## src/rtl/aas_pkg.sv

```systemverilog
/*
 Shared constants and types of the serial audio frame/slot port:
 register offsets, field positions, reset values, state types.
 Assumes a 32-bit AHB-Lite register bus with word registers.
*/
package aas_pkg;
	localparam int unsigned DATA_W = 16;
	localparam int unsigned NSLOT = 4;
	localparam int unsigned FIFO_DEPTH = 16;
	localparam int unsigned FIFO_CW = 5;
	localparam int unsigned HTRANS_ACT_BIT = 1;

	localparam logic [7:0] A_CTRL = 8'h00;
	localparam logic [7:0] A_SLOT = 8'h04;
	localparam logic [7:0] A_PRESC = 8'h08;
	localparam logic [7:0] A_WARN = 8'h0c;
	localparam logic [7:0] A_STAT = 8'h10;
	localparam logic [7:0] A_TXF = 8'h14;
	localparam logic [7:0] A_RXF = 8'h18;
	localparam logic [3:0] A_TXDMA_HI = 4'h2;
	localparam logic [3:0] A_RXDMA_HI = 4'h3;
	localparam int unsigned DMA_IDX_LO = 2;

	localparam int unsigned CTRL_EN = 0;
	localparam int unsigned CTRL_SYNC = 1;
	localparam int unsigned CTRL_NET = 2;
	localparam int unsigned CTRL_INT = 3;
	localparam int unsigned CTRL_W16 = 4;
	localparam int unsigned CTRL_SCS = 5;
	localparam int unsigned SLOT_TX_SLOT_ASSIGN = 0;
	localparam int unsigned SLOT_RX_SLOT_ASSIGN = 4;
	localparam int unsigned SLOT_TXDS = 8;
	localparam int unsigned SLOT_RXDS = 12;
	localparam int unsigned PRESC_BDIV = 0;
	localparam int unsigned PRESC_FDIV = 8;
	localparam int unsigned WARN_RX = 0;
	localparam int unsigned WARN_TX = 8;
	localparam int unsigned STAT_RXCNT = 0;
	localparam int unsigned STAT_TXCNT = 8;
	localparam int unsigned STAT_RXIRQ = 16;
	localparam int unsigned STAT_TXIRQ = 17;
	localparam int unsigned STAT_RXFULL = 20;
	localparam int unsigned STAT_TXFULL = 24;

	localparam logic [3:0] LAST8 = 4'h7;
	localparam logic [3:0] LAST16 = 4'hf;
	localparam logic [2:0] SLOT_NONE = 3'h4;
	localparam logic [2:0] XFS_A_SLOT = 3'h1;
	localparam logic [2:0] XFS_B_SLOT = 3'h2;

	typedef enum logic [1:0] {AAS_TX_HIZ = 2'b01, AAS_TX_DRIVE = 2'b10} aas_tx_state_t;

	typedef struct packed {
		logic en;
		logic sync;
		logic net;
		logic intgen;
		logic w16;
		logic [1:0] slot_count_select;
		logic [3:0] tx_slot_assign;
		logic [3:0] rx_slot_assign;
		logic [3:0] tx_slot_dma_select;
		logic [3:0] rx_slot_dma_select;
		logic [7:0] bit_div;
		logic [6:0] frame_div;
		logic [4:0] rx_warn;
		logic [4:0] tx_warn;
	} aas_cfg_t;

	localparam aas_cfg_t CFG_RST = '{en: 1'b0, sync: 1'b1, net: 1'b0, intgen: 1'b0,
		w16: 1'b1, slot_count_select: 2'h0, tx_slot_assign: 4'h1, rx_slot_assign: 4'h1,
		tx_slot_dma_select: 4'h0, rx_slot_dma_select: 4'h0, bit_div: 8'h00,
		frame_div: 7'h0f, rx_warn: 5'h08, tx_warn: 5'h04};

	typedef struct packed {
		aas_tx_state_t state;
		logic [2:0] slot;
		logic [3:0] bitc;
		logic [DATA_W-1:0] sr;
		logic [DATA_W-1:0] prev;
		logic out;
		logic oe;
		logic xfs_a;
		logic xfs_b;
		logic clk_prev;
		logic fs_last;
	} aas_tx_t;

	localparam aas_tx_t TX_RST = '{state: AAS_TX_HIZ, slot: SLOT_NONE, bitc: 4'h0,
		sr: 16'h0000, prev: 16'h0000, out: 1'b0, oe: 1'b0, xfs_a: 1'b0, xfs_b: 1'b0,
		clk_prev: 1'b0, fs_last: 1'b0};

	typedef struct packed {
		logic [2:0] slot;
		logic [3:0] bitc;
		logic [DATA_W-1:0] sr;
		logic clk_prev;
		logic fs_last;
	} aas_rx_t;

	localparam aas_rx_t RX_RST = '{slot: SLOT_NONE, bitc: 4'h0, sr: 16'h0000,
		clk_prev: 1'b0, fs_last: 1'b0};
endpackage

```

## src/rtl/aas_fifo_if.sv

```systemverilog
/*
 Word FIFO carrier between the port logic and its FIFOs.
 Assumes one filler and one drainer in the same clock domain.
*/
`timescale 1ns/100ps
interface aas_fifo_if #(parameter int W = 16, parameter int CW = 5);
	logic push;
	logic [W-1:0] push_data;
	logic pop;
	logic [W-1:0] pop_data;
	logic [CW-1:0] count;
	logic full;
	logic empty;
	modport store (input push, push_data, pop, output pop_data, count, full, empty);
	modport user (output push, push_data, pop, input pop_data, count, full, empty);
endinterface

```

## src/rtl/aas_fifo.sv

```systemverilog
/*
 Flip-flop word FIFO with fall-through head and a fill count.
 Assumes DEPTH is a power of two; push when full and pop when empty are dropped.
*/
`timescale 1ns/100ps
module aas_fifo #(
	parameter int DEPTH = 16,
	parameter int W = 16,
	parameter int CW = 5
) (
	input wire logic hclk,
	input wire logic hresetn,
	aas_fifo_if.store f
);
	localparam int AW = $clog2(DEPTH);
	logic [W-1:0] mem_q [DEPTH];
	logic [W-1:0] mem_d [DEPTH];
	logic [AW-1:0] wr_q, wr_d, rd_q, rd_d;
	logic [CW-1:0] cnt_q, cnt_d;
	logic do_push, do_pop;

	always_comb
	begin
		mem_d = mem_q;
		wr_d = wr_q;
		rd_d = rd_q;
		do_push = f.push && (cnt_q != CW'(DEPTH));
		do_pop = f.pop && (cnt_q != '0);
		if (do_push)
		begin
			mem_d[wr_q] = f.push_data;
			wr_d = wr_q + 1'b1;
		end
		if (do_pop)
			rd_d = rd_q + 1'b1;
		cnt_d = cnt_q + CW'(do_push) - CW'(do_pop);
	end

	always_ff @(posedge hclk or negedge hresetn)
	begin
		if (!hresetn)
		begin
			for (int i = 0; i < DEPTH; i++)
				mem_q[i] <= '0;
			wr_q <= '0;
			rd_q <= '0;
			cnt_q <= '0;
		end
		else
		begin
			mem_q <= mem_d;
			wr_q <= wr_d;
			rd_q <= rd_d;
			cnt_q <= cnt_d;
		end
	end

	assign f.pop_data = mem_q[rd_q];
	assign f.count = cnt_q;
	assign f.full = (cnt_q == CW'(DEPTH));
	assign f.empty = (cnt_q == '0);
endmodule

```

## src/rtl/aas_clkgen.sv

```systemverilog
/*
 Internal bit clock and frame sync generator (one prescaler set).
 Assumes run is dropped to restart; sync rises on a falling bit clock edge.
*/
`timescale 1ns/100ps
module aas_clkgen (
	input wire logic hclk,
	input wire logic hresetn,
	input wire logic run,
	input wire logic [7:0] bit_div,
	input wire logic [6:0] frame_div,
	output logic bclk,
	output logic fsync
);
	logic [7:0] div_q, div_d;
	logic [6:0] bit_q, bit_d;
	logic bclk_q, bclk_d, fs_q, fs_d;

	always_comb
	begin
		div_d = div_q;
		bit_d = bit_q;
		bclk_d = bclk_q;
		fs_d = fs_q;
		if (!run)
		begin
			div_d = '0;
			bit_d = frame_div;
			bclk_d = 1'b0;
			fs_d = 1'b0;
		end
		else if (div_q == bit_div)
		begin
			div_d = '0;
			bclk_d = !bclk_q;
			// Bit count advances on the falling half
			if (bclk_q)
			begin
				bit_d = (bit_q >= frame_div) ? '0 : bit_q + 7'h01;
				fs_d = (bit_d == '0);
			end
		end
		else
			div_d = div_q + 8'h01;
	end

	always_ff @(posedge hclk or negedge hresetn)
	begin
		if (!hresetn)
		begin
			div_q <= '0;
			bit_q <= '0;
			bclk_q <= 1'b0;
			fs_q <= 1'b0;
		end
		else
		begin
			div_q <= div_d;
			bit_q <= bit_d;
			bclk_q <= bclk_d;
			fs_q <= fs_d;
		end
	end

	assign bclk = bclk_q;
	assign fsync = fs_q;
endmodule

```

## src/rtl/aas_top.sv

```systemverilog
/*
 Serial audio port: async/sync clocking, normal/network framing, four slots
 with FIFO or per-slot DMA routing, AHB-Lite register slave.
 Assumes pin inputs synchronous to hclk and bit clocks well below hclk/2.
*/
`timescale 1ns/100ps
module aas_top #(
	parameter int FIFO_DEPTH = aas_pkg::FIFO_DEPTH
) (
	input wire logic hclk,
	input wire logic hresetn,
	input wire logic hsel,
	input wire logic [31:0] haddr,
	input wire logic [1:0] htrans,
	input wire logic hwrite,
	input wire logic [2:0] hsize,
	input wire logic [31:0] hwdata,
	input wire logic hready,
	output logic hreadyout,
	output logic [31:0] hrdata,
	output logic hresp,
	input wire logic tx_shift_clock_in,
	output logic tx_shift_clock_out,
	output logic tx_shift_clock_oe,
	input wire logic tx_frame_sync_in,
	output logic tx_frame_sync_out,
	output logic tx_frame_sync_oe,
	input wire logic rx_shift_clock_in,
	output logic rx_shift_clock_out,
	output logic rx_shift_clock_oe,
	input wire logic rx_frame_sync_in,
	output logic rx_frame_sync_out,
	output logic rx_frame_sync_oe,
	input wire logic serial_rx_line,
	output logic serial_tx_line_out,
	output logic serial_tx_line_oe,
	output logic [3:0] rx_dma_req,
	output logic [3:0] tx_dma_req,
	output logic rx_warn_irq,
	output logic tx_warn_irq
);
	localparam int NS = aas_pkg::NSLOT;
	localparam int DW = aas_pkg::DATA_W;

	function automatic logic [6:0] pos_next(input logic start, input logic [2:0] slot,
		input logic [3:0] bitc, input logic [3:0] last, input logic [2:0] nslot);
		logic [2:0] s;
		logic [3:0] b;
		s = slot;
		b = bitc;
		if (start)
		begin
			s = '0;
			b = '0;
		end
		else if (slot != aas_pkg::SLOT_NONE)
		begin
			b = (bitc == last) ? '0 : bitc + 4'h1;
			if (bitc == last)
				s = (slot + 3'h1 == nslot) ? aas_pkg::SLOT_NONE : slot + 3'h1;
		end
		return {s, b};
	endfunction

	function automatic logic slot_on(input logic [3:0] mask, input logic [2:0] slot);
		return (slot != aas_pkg::SLOT_NONE) && mask[slot[1:0]];
	endfunction

	function automatic logic [DW-1:0] fit(input logic w16, input logic [DW-1:0] v);
		return w16 ? v : {8'h00, v[7:0]};
	endfunction

	aas_pkg::aas_cfg_t cfg_q, cfg_d;
	aas_pkg::aas_tx_t tx_q, tx_d;
	aas_pkg::aas_rx_t rx_q, rx_d;
	logic [DW-1:0] tx_dma_q [NS];
	logic [DW-1:0] tx_dma_d [NS];
	logic [DW-1:0] rx_dma_q [NS];
	logic [DW-1:0] rx_dma_d [NS];
	logic [NS-1:0] tx_full_q, tx_full_d, rx_full_q, rx_full_d;
	logic [NS-1:0] rx_req_q, rx_req_d, tx_req_q, tx_req_d;
	logic rx_irq_q, rx_irq_d, tx_irq_q, tx_irq_d;
	logic [31:0] hrdata_q, hrdata_d, st;
	logic wr_pend_q, wr_pend_d;
	logic [7:0] wr_addr_q, wr_addr_d;
	logic pin_clk_q, pin_fs_q, pin_oe_q, aux_oe_q, ready_q;
	logic gen_bclk, gen_fs, int_on, rx_shared;
	logic tx_clk_lvl, tx_fs_lvl, rx_clk_lvl, rx_fs_lvl;
	logic tx_rise, rx_rise, rx_fall, tx_start, rx_start;
	logic [3:0] last_bit;
	logic [2:0] nslot;
	logic [6:0] tx_pos, rx_pos;
	logic [1:0] tx_idx;
	logic tx_load, tx_take, rx_deliver, rx_to_dma;
	logic [DW-1:0] tx_word, rx_word;
	logic acc, rd_acc;
	logic [1:0] rd_idx, wr_idx;

	aas_fifo_if #(.W(DW), .CW(aas_pkg::FIFO_CW)) txf ();
	aas_fifo_if #(.W(DW), .CW(aas_pkg::FIFO_CW)) rxf ();

	aas_fifo #(.DEPTH(FIFO_DEPTH), .W(DW), .CW(aas_pkg::FIFO_CW)) u_txf (
		.hclk(hclk),
		.hresetn(hresetn),
		.f(txf)
	);
	aas_fifo #(.DEPTH(FIFO_DEPTH), .W(DW), .CW(aas_pkg::FIFO_CW)) u_rxf (
		.hclk(hclk),
		.hresetn(hresetn),
		.f(rxf)
	);

	assign int_on = cfg_q.en && cfg_q.intgen && cfg_q.sync;
	aas_clkgen u_gen (
		.hclk(hclk),
		.hresetn(hresetn),
		.run(int_on),
		.bit_div(cfg_q.bit_div),
		.frame_div(cfg_q.frame_div),
		.bclk(gen_bclk),
		.fsync(gen_fs)
	);

	// Clock and sync selection, edge detection
	assign tx_clk_lvl = int_on ? gen_bclk : tx_shift_clock_in;
	assign tx_fs_lvl = int_on ? gen_fs : tx_frame_sync_in;
	assign rx_shared = cfg_q.sync || int_on;
	assign rx_clk_lvl = rx_shared ? tx_clk_lvl : rx_shift_clock_in;
	assign rx_fs_lvl = rx_shared ? tx_fs_lvl : rx_frame_sync_in;
	assign tx_rise = tx_clk_lvl && !tx_q.clk_prev;
	assign rx_rise = rx_clk_lvl && !rx_q.clk_prev;
	assign rx_fall = !rx_clk_lvl && rx_q.clk_prev;
	assign tx_start = tx_rise && tx_fs_lvl && !tx_q.fs_last;
	assign rx_start = rx_rise && rx_fs_lvl && !rx_q.fs_last;
	assign last_bit = cfg_q.w16 ? aas_pkg::LAST16 : aas_pkg::LAST8;
	assign nslot = cfg_q.net ? {1'b0, cfg_q.slot_count_select} + 3'h1 : 3'h1;
	assign tx_pos = pos_next(tx_start, tx_q.slot, tx_q.bitc, last_bit, nslot);
	assign rx_pos = pos_next(rx_start, rx_q.slot, rx_q.bitc, last_bit, nslot);
	assign tx_idx = tx_pos[5:4];

	// Transmit path
	always_comb
	begin
		tx_d = tx_q;
		tx_d.clk_prev = tx_clk_lvl;
		tx_load = 1'b0;
		tx_take = 1'b0;
		tx_word = tx_q.prev;
		txf.pop = 1'b0;
		if (!cfg_q.en)
		begin
			tx_d = aas_pkg::TX_RST;
			tx_d.clk_prev = tx_clk_lvl;
		end
		else if (tx_rise)
		begin
			tx_d.fs_last = tx_fs_lvl;
			tx_d.slot = tx_pos[6:4];
			tx_d.bitc = tx_pos[3:0];
			tx_d.xfs_a = cfg_q.net && cfg_q.sync && tx_pos == {aas_pkg::XFS_A_SLOT, 4'h0};
			tx_d.xfs_b = cfg_q.net && cfg_q.sync && tx_pos == {aas_pkg::XFS_B_SLOT, 4'h0};
			if (slot_on(cfg_q.tx_slot_assign, tx_pos[6:4]) && tx_pos[3:0] == 4'h0)
			begin
				tx_load = 1'b1;
				if (cfg_q.tx_slot_dma_select[tx_idx])
				begin
					tx_take = tx_full_q[tx_idx];
					if (tx_full_q[tx_idx])
						tx_word = tx_dma_q[tx_idx];
				end
				else
				begin
					txf.pop = !txf.empty;
					if (!txf.empty)
						tx_word = txf.pop_data;
				end
				tx_d.prev = tx_word;
				tx_d.sr = tx_word;
				tx_d.state = aas_pkg::AAS_TX_DRIVE;
			end
			else if (tx_q.state == aas_pkg::AAS_TX_DRIVE && tx_pos[6:4] == tx_q.slot)
				tx_d.sr = {tx_q.sr[DW-2:0], 1'b0};
			else
				tx_d.state = aas_pkg::AAS_TX_HIZ;
			tx_d.out = cfg_q.w16 ? tx_d.sr[DW-1] : tx_d.sr[7];
			tx_d.oe = (tx_d.state == aas_pkg::AAS_TX_DRIVE);
		end
	end

	// Receive path
	always_comb
	begin
		rx_d = rx_q;
		rx_d.clk_prev = rx_clk_lvl;
		rx_deliver = 1'b0;
		rx_word = '0;
		if (!cfg_q.en)
		begin
			rx_d = aas_pkg::RX_RST;
			rx_d.clk_prev = rx_clk_lvl;
		end
		else if (rx_rise)
		begin
			rx_d.fs_last = rx_fs_lvl;
			rx_d.slot = rx_pos[6:4];
			rx_d.bitc = rx_pos[3:0];
		end
		else if (rx_fall && slot_on(cfg_q.rx_slot_assign, rx_q.slot))
		begin
			rx_d.sr = {rx_q.sr[DW-2:0], serial_rx_line};
			rx_deliver = (rx_q.bitc == last_bit);
			rx_word = fit(cfg_q.w16, rx_d.sr);
		end
	end

	assign rx_to_dma = cfg_q.rx_slot_dma_select[rx_q.slot[1:0]];
	assign rxf.push = rx_deliver && !rx_to_dma;
	assign rxf.push_data = rx_word;
	assign txf.push = wr_pend_q && wr_addr_q == aas_pkg::A_TXF;
	assign txf.push_data = hwdata[DW-1:0];
	assign acc = hsel && htrans[aas_pkg::HTRANS_ACT_BIT] && hready;
	assign rd_acc = acc && !hwrite;
	assign rd_idx = haddr[aas_pkg::DMA_IDX_LO +: 2];
	assign wr_idx = wr_addr_q[aas_pkg::DMA_IDX_LO +: 2];
	assign rxf.pop = rd_acc && haddr[7:0] == aas_pkg::A_RXF;

	// Register file, DMA buffers, requests
	always_comb
	begin
		cfg_d = cfg_q;
		tx_dma_d = tx_dma_q;
		rx_dma_d = rx_dma_q;
		tx_full_d = tx_full_q;
		rx_full_d = rx_full_q;
		wr_pend_d = acc && hwrite;
		wr_addr_d = haddr[7:0];
		if (tx_take)
			tx_full_d[tx_idx] = 1'b0;
		if (rd_acc && haddr[7:4] == aas_pkg::A_RXDMA_HI)
			rx_full_d[rd_idx] = 1'b0;
		if (wr_pend_q)
		begin
			case (wr_addr_q)
				aas_pkg::A_CTRL:
				begin
					cfg_d.en = hwdata[aas_pkg::CTRL_EN];
					cfg_d.sync = hwdata[aas_pkg::CTRL_SYNC];
					cfg_d.net = hwdata[aas_pkg::CTRL_NET];
					cfg_d.intgen = hwdata[aas_pkg::CTRL_INT];
					cfg_d.w16 = hwdata[aas_pkg::CTRL_W16];
					cfg_d.slot_count_select = hwdata[aas_pkg::CTRL_SCS +: 2];
				end
				aas_pkg::A_SLOT:
				begin
					cfg_d.tx_slot_assign = hwdata[aas_pkg::SLOT_TX_SLOT_ASSIGN +: 4];
					cfg_d.rx_slot_assign = hwdata[aas_pkg::SLOT_RX_SLOT_ASSIGN +: 4];
					cfg_d.tx_slot_dma_select = hwdata[aas_pkg::SLOT_TXDS +: 4];
					cfg_d.rx_slot_dma_select = hwdata[aas_pkg::SLOT_RXDS +: 4];
				end
				aas_pkg::A_PRESC:
				begin
					cfg_d.bit_div = hwdata[aas_pkg::PRESC_BDIV +: 8];
					cfg_d.frame_div = hwdata[aas_pkg::PRESC_FDIV +: 7];
				end
				aas_pkg::A_WARN:
				begin
					cfg_d.rx_warn = hwdata[aas_pkg::WARN_RX +: 5];
					cfg_d.tx_warn = hwdata[aas_pkg::WARN_TX +: 5];
				end
				default:
				begin
					if (wr_addr_q[7:4] == aas_pkg::A_TXDMA_HI)
					begin
						tx_dma_d[wr_idx] = hwdata[DW-1:0];
						tx_full_d[wr_idx] = 1'b1;
					end
				end
			endcase
		end
		if (rx_deliver && rx_to_dma)
		begin
			rx_dma_d[rx_q.slot[1:0]] = rx_word;
			rx_full_d[rx_q.slot[1:0]] = 1'b1;
		end
		rx_irq_d = cfg_q.en && (rxf.count > cfg_q.rx_warn);
		tx_irq_d = cfg_q.en && (txf.count <= cfg_q.tx_warn);
		rx_req_d = cfg_q.rx_slot_dma_select & rx_full_q & {NS{cfg_q.en}};
		tx_req_d = cfg_q.tx_slot_dma_select & ~tx_full_q & {NS{cfg_q.en}};
		st = '0;
		st[aas_pkg::STAT_RXCNT +: aas_pkg::FIFO_CW] = rxf.count;
		st[aas_pkg::STAT_TXCNT +: aas_pkg::FIFO_CW] = txf.count;
		st[aas_pkg::STAT_RXIRQ] = rx_irq_q;
		st[aas_pkg::STAT_TXIRQ] = tx_irq_q;
		st[aas_pkg::STAT_RXFULL +: NS] = rx_full_d;
		st[aas_pkg::STAT_TXFULL +: NS] = tx_full_d;
		hrdata_d = '0;
		if (rd_acc)
		begin
			case (haddr[7:0])
				aas_pkg::A_CTRL:
					hrdata_d = 32'({cfg_d.slot_count_select, cfg_d.w16, cfg_d.intgen, cfg_d.net,
						cfg_d.sync, cfg_d.en});
				aas_pkg::A_SLOT:
					hrdata_d = 32'({cfg_d.rx_slot_dma_select, cfg_d.tx_slot_dma_select,
						cfg_d.rx_slot_assign, cfg_d.tx_slot_assign});
				aas_pkg::A_PRESC:
					hrdata_d = 32'({cfg_d.frame_div, cfg_d.bit_div});
				aas_pkg::A_WARN:
					hrdata_d = 32'({3'h0, cfg_d.tx_warn, 3'h0, cfg_d.rx_warn});
				aas_pkg::A_STAT:
					hrdata_d = st;
				aas_pkg::A_RXF:
					hrdata_d = 32'(rxf.pop_data);
				default:
				begin
					if (haddr[7:4] == aas_pkg::A_TXDMA_HI)
						hrdata_d = 32'(tx_dma_d[rd_idx]);
					else if (haddr[7:4] == aas_pkg::A_RXDMA_HI)
						hrdata_d = 32'(rx_dma_q[rd_idx]);
				end
			endcase
		end
	end

	always_ff @(posedge hclk or negedge hresetn)
	begin
		if (!hresetn)
		begin
			cfg_q <= aas_pkg::CFG_RST;
			tx_q <= aas_pkg::TX_RST;
			rx_q <= aas_pkg::RX_RST;
			for (int i = 0; i < NS; i++)
			begin
				tx_dma_q[i] <= '0;
				rx_dma_q[i] <= '0;
			end
			tx_full_q <= '0;
			rx_full_q <= '0;
			rx_req_q <= '0;
			tx_req_q <= '0;
			rx_irq_q <= 1'b0;
			tx_irq_q <= 1'b0;
			hrdata_q <= '0;
			wr_pend_q <= 1'b0;
			wr_addr_q <= '0;
			pin_clk_q <= 1'b0;
			pin_fs_q <= 1'b0;
			pin_oe_q <= 1'b0;
			aux_oe_q <= 1'b0;
			ready_q <= 1'b0;
		end
		else
		begin
			cfg_q <= cfg_d;
			tx_q <= tx_d;
			rx_q <= rx_d;
			tx_dma_q <= tx_dma_d;
			rx_dma_q <= rx_dma_d;
			tx_full_q <= tx_full_d;
			rx_full_q <= rx_full_d;
			rx_req_q <= rx_req_d;
			tx_req_q <= tx_req_d;
			rx_irq_q <= rx_irq_d;
			tx_irq_q <= tx_irq_d;
			hrdata_q <= hrdata_d;
			wr_pend_q <= wr_pend_d;
			wr_addr_q <= wr_addr_d;
			pin_clk_q <= gen_bclk;
			pin_fs_q <= gen_fs;
			pin_oe_q <= int_on;
			aux_oe_q <= cfg_q.en && cfg_q.sync && cfg_q.net;
			ready_q <= 1'b1;
		end
	end

	assign hreadyout = ready_q;
	assign hresp = 1'b0;
	assign hrdata = hrdata_q;
	assign tx_shift_clock_out = pin_clk_q;
	assign tx_shift_clock_oe = pin_oe_q;
	assign tx_frame_sync_out = pin_fs_q;
	assign tx_frame_sync_oe = pin_oe_q;
	assign rx_shift_clock_out = tx_q.xfs_a;
	assign rx_shift_clock_oe = aux_oe_q;
	assign rx_frame_sync_out = tx_q.xfs_b;
	assign rx_frame_sync_oe = aux_oe_q;
	assign serial_tx_line_out = tx_q.out;
	assign serial_tx_line_oe = tx_q.oe;
	assign rx_dma_req = rx_req_q;
	assign tx_dma_req = tx_req_q;
	assign rx_warn_irq = rx_irq_q;
	assign tx_warn_irq = tx_irq_q;
endmodule

```

## config.mk

```make
export PLATFORM = sky130hd
export DESIGN_NAME = aas_top
export DESIGN_NICKNAME = d
export VERILOG_FILES = /design/src/rtl/aas_pkg.sv /design/src/rtl/aas_fifo_if.sv /design/src/rtl/aas_fifo.sv /design/src/rtl/aas_clkgen.sv /design/src/rtl/aas_top.sv
export SDC_FILE = /design/constraint.sdc
export NUM_CORES = 2
export LEC_CHECK = 0
export BUFFER_PORTS_ARGS = -buffer_cell sky130_fd_sc_hd__buf_2
export CAP_MARGIN = 20
export CORE_MARGIN = 3
export CORE_UTILIZATION = 55
export DETAILED_ROUTE_END_ITERATION = 7
export PLACE_DENSITY = 0.72
export SLEW_MARGIN = 20
export SYNTH_ARGS = -nofsm -noshare
export SYNTH_HDL_FRONTEND = slang
export SYNTH_HIERARCHICAL = 1
export SYNTH_SLANG_ARGS = --single-unit
```

## constraint.sdc

```tcl
create_clock -name hclk -period 5.2 [get_ports hclk]
set_input_delay 0.26 -clock hclk [delete_from_list [all_inputs] [get_ports hclk]]
set_output_delay 0.26 -clock hclk [all_outputs]
set_load 0.005 [all_outputs]
```

==> impl_metrics.ini <==
[cells_and_area]
drive_gt1_share_pct = 33.9
multiInputGateArea_um2 = 18800
layout.nets = 3322
final_cell_mix = 845 x dfrtp_1, 559 x mux2_2, 235 x nand2_1
area_delta_synth_final_pct = 10.2
fillers = 5592
finish.utilization_pct = 61.6
seqCellArea_um2 = 21500
final_common_cell = dfrtp_1

[run]
drv_cap = 0

[global_route]
grt_pass1_wl_um = 167000
first_global_vias = 28100
grtUsageTotal_pct = 27.3
grt_max_degree = 176
antenna_found_initial = 6
grt_remaining_overflow = 0

[sta]
setup_viol = 0
period_share_pct = 92.9
rsz0062_at_grt = no
fmax_mhz = 207
worst_slew_pin_slew_ns = 1.11
relSlewSlack_pct = 25.9
period_needed_ns = 4.83
clock_skew_ns = 0.0220
fin_hold_ws_ns = 0.0910
finalHoldViolCount = 0
setup-tns-final_ns = 0
report.final.slew_viol_count = 0

[cts]
cts_sinks = 860
cts_root_buf = clkbuf_16
cts_buffers = 90
cts.htree.levels = 3
insertion_delay_ns = 0.65
cts_max_path_buffers = 3
cts_tree = built
cts.reportedPaths.clkPinSlew_ns = 0.06

[route]
viasPerCell = 6.41
drt_pass1_iterations = 6
ant_nets = 0
drc = 0
first_iter_violations = 2376
wl_per_cell_um = 25.5
vias = 27100
routed_wl_um = 108000

[power]
p_leak_uw = 0.0207
totalPowerFinal_uw = 14600
p_per_area_nw_per_um2 = 317
ir_drop_uv = 241

[synthesis]
ys_async_sr_fraction_pct = 100
synth_area_leader_cell = dfrtp_1
yosys.area.top_type_share_pct = 50.6
ys_types = 99
avgSynthCellArea_um2 = 13.2
synth.area.top_cells = dfrtp_1 51%, mux2_2 15%, mux4_2 5.3%, mux2i_1 3.9%, mux2_4 2.5%
ys_warn_count = 6
synth_seq_area_share_pct = 51.4
synth_ff_type = dfrtp_1
synthCells = 3171
synth_edf_count = 0
synth_area_um2 = 41900
synth.ff_latch_count = 860

[setup_path]
cp.arrival_ns = 5.38
cp-start-kind = flip-flop
worst_ep_required_time_ns = 5.75
worstSetupPathType = reg -> reg
cp_max_fo = 8
end_kind = flip-flop

[floorplan]
rows = 100
io-pin-count = 133
die-height_um = 282
fp.dieW_um = 282
die_area_um2 = 79500
core-area_um2 = 74900
initial_utilization_pct = 55.9

[hold_path]
hp-class = in -> reg

[place]
portBuffers = 81
dp_hpwl_um = 70600
gp_routability_congestion = 0.896

[status]
status = finished clean
power by group:
part           switching [uW]  internal (uW)
combinational             453            300
clock                    2690           4210
sequential                109           6850
total                    3250          11400
cell families after synthesis:
kind of cell	synth area share, %
buffers and inverters	3.81
AOI/OAI and AO/OA	8.61
and+or+nand+nor	6.67
adders and majority gates	1.59
xor gates and xnor gates	1.06
other	0.0179
muxes	26.8
DFF	51.4
path summary, 6_finish.rpt:
check	end	startpoint	slack, ns	cells after the start
setup / recovery	u_txf/f.count[4]	tx_q[43]	0.37	20
hold / removal	rx_q[0]	rx_frame_sync_in	0.09	3
setup reg to reg	u_txf/f.count[4]	tx_q[43]	0.37	20
hold reg to reg	tx_frame_sync_out	u_gen/fsync	0.46	0
max in group asynchronous	u_rxf/mem_q[145]	hresetn	3.47	3
min in group asynchronous	u_txf/mem_q[32]	hresetn	0.24	2
through the flow:
| stage | instance area, um2 | std cells | worst slack (ns) |
|---|---|---|---|
| floorplan | 41900 | 3177 | 0.653 |
| global placement | 42800 | 4057 | 0.373 |
| detailed placement | 42800 | 4057 | 0.277 |
| CTS | 46200 | 4234 | 0.243 |
| finish | 46200 | 4235 | 0.370 |
| global route | 46200 | 4234 | 0.114 |
state kept, by name, summed over array words and instances (netlist names), 7 cells and up:
name,count
u_txf/mem_q,256
u_gen/div_q,8
rx_q,24
wr_addr_q,8
u_rxf/mem_q,256
hrdata,26
tx_dma_q,64
cfg_q,48
tx_q,43
rx_dma_q,64
u_gen/bit_q,7
layout make-up:
type	count	area share (%)
multi-input combinational	2001	40.8
clock inverter	31	1.09
clock buffer	135	5.88
timing repair buffer	150	2.22
inverter	88	0.715
antenna	1	0.00542
sequential	860	46.7
tap	969	2.63
synthesized netlist by cell type (30+ instances only):
master,number
a21oi_1,42
a221o_1,40
a221oi_1,86
a22oi_1,44
buf_2,55
clkbuf_1,118
dfrtp_1,847
ha_1,50
inv_1,88
mux2_2,559
mux2_4,70
mux2i_1,165
mux4_2,99
nand2_1,238
nand3_1,30
nor2_1,66
nor2b_1,40
o21ai_0,137
what timing repair did:
action / CTS / global route
hold buffers: 11 / 0
hold endpoints to repair: 91 / 0
buffers inserted: 0 / 0
gates resized for setup: 0 / 1
endpoints found under the setup margin: 0 / 1
worst max-delay path: stages (launching register included):
cell and delay [ns]:
dfrtp_1 0.42, inv_1 0.10, ha_1 0.44, nand2b_1 0.14
a21boi_0 0.17, o31a_1 0.40, nor2_1 0.41, or3_1 0.23
a41o_1 0.27, nand3_2 0.13, nor2_1 0.25, nor2b_2 0.38
ha_1 0.30, inv_1 0.06, ha_1 0.15, inv_1 0.06
fa_1 0.41, inv_1 0.08, a21oi_1 0.06, o21bai_1 0.15
xnor2_1 0.14
metal layers:
layer  global-route usage (%)  part of all wire [%]  vias up
met3                     4.22                   6.2      220
met4                     10.4                   3.9        2
met2                     43.0                    47      954
met1                     38.7                    43    14300
li1                         -                     -    11700
met5                        0                 0.012        -
Note: power is estimated with default switching activity, not from simulation.
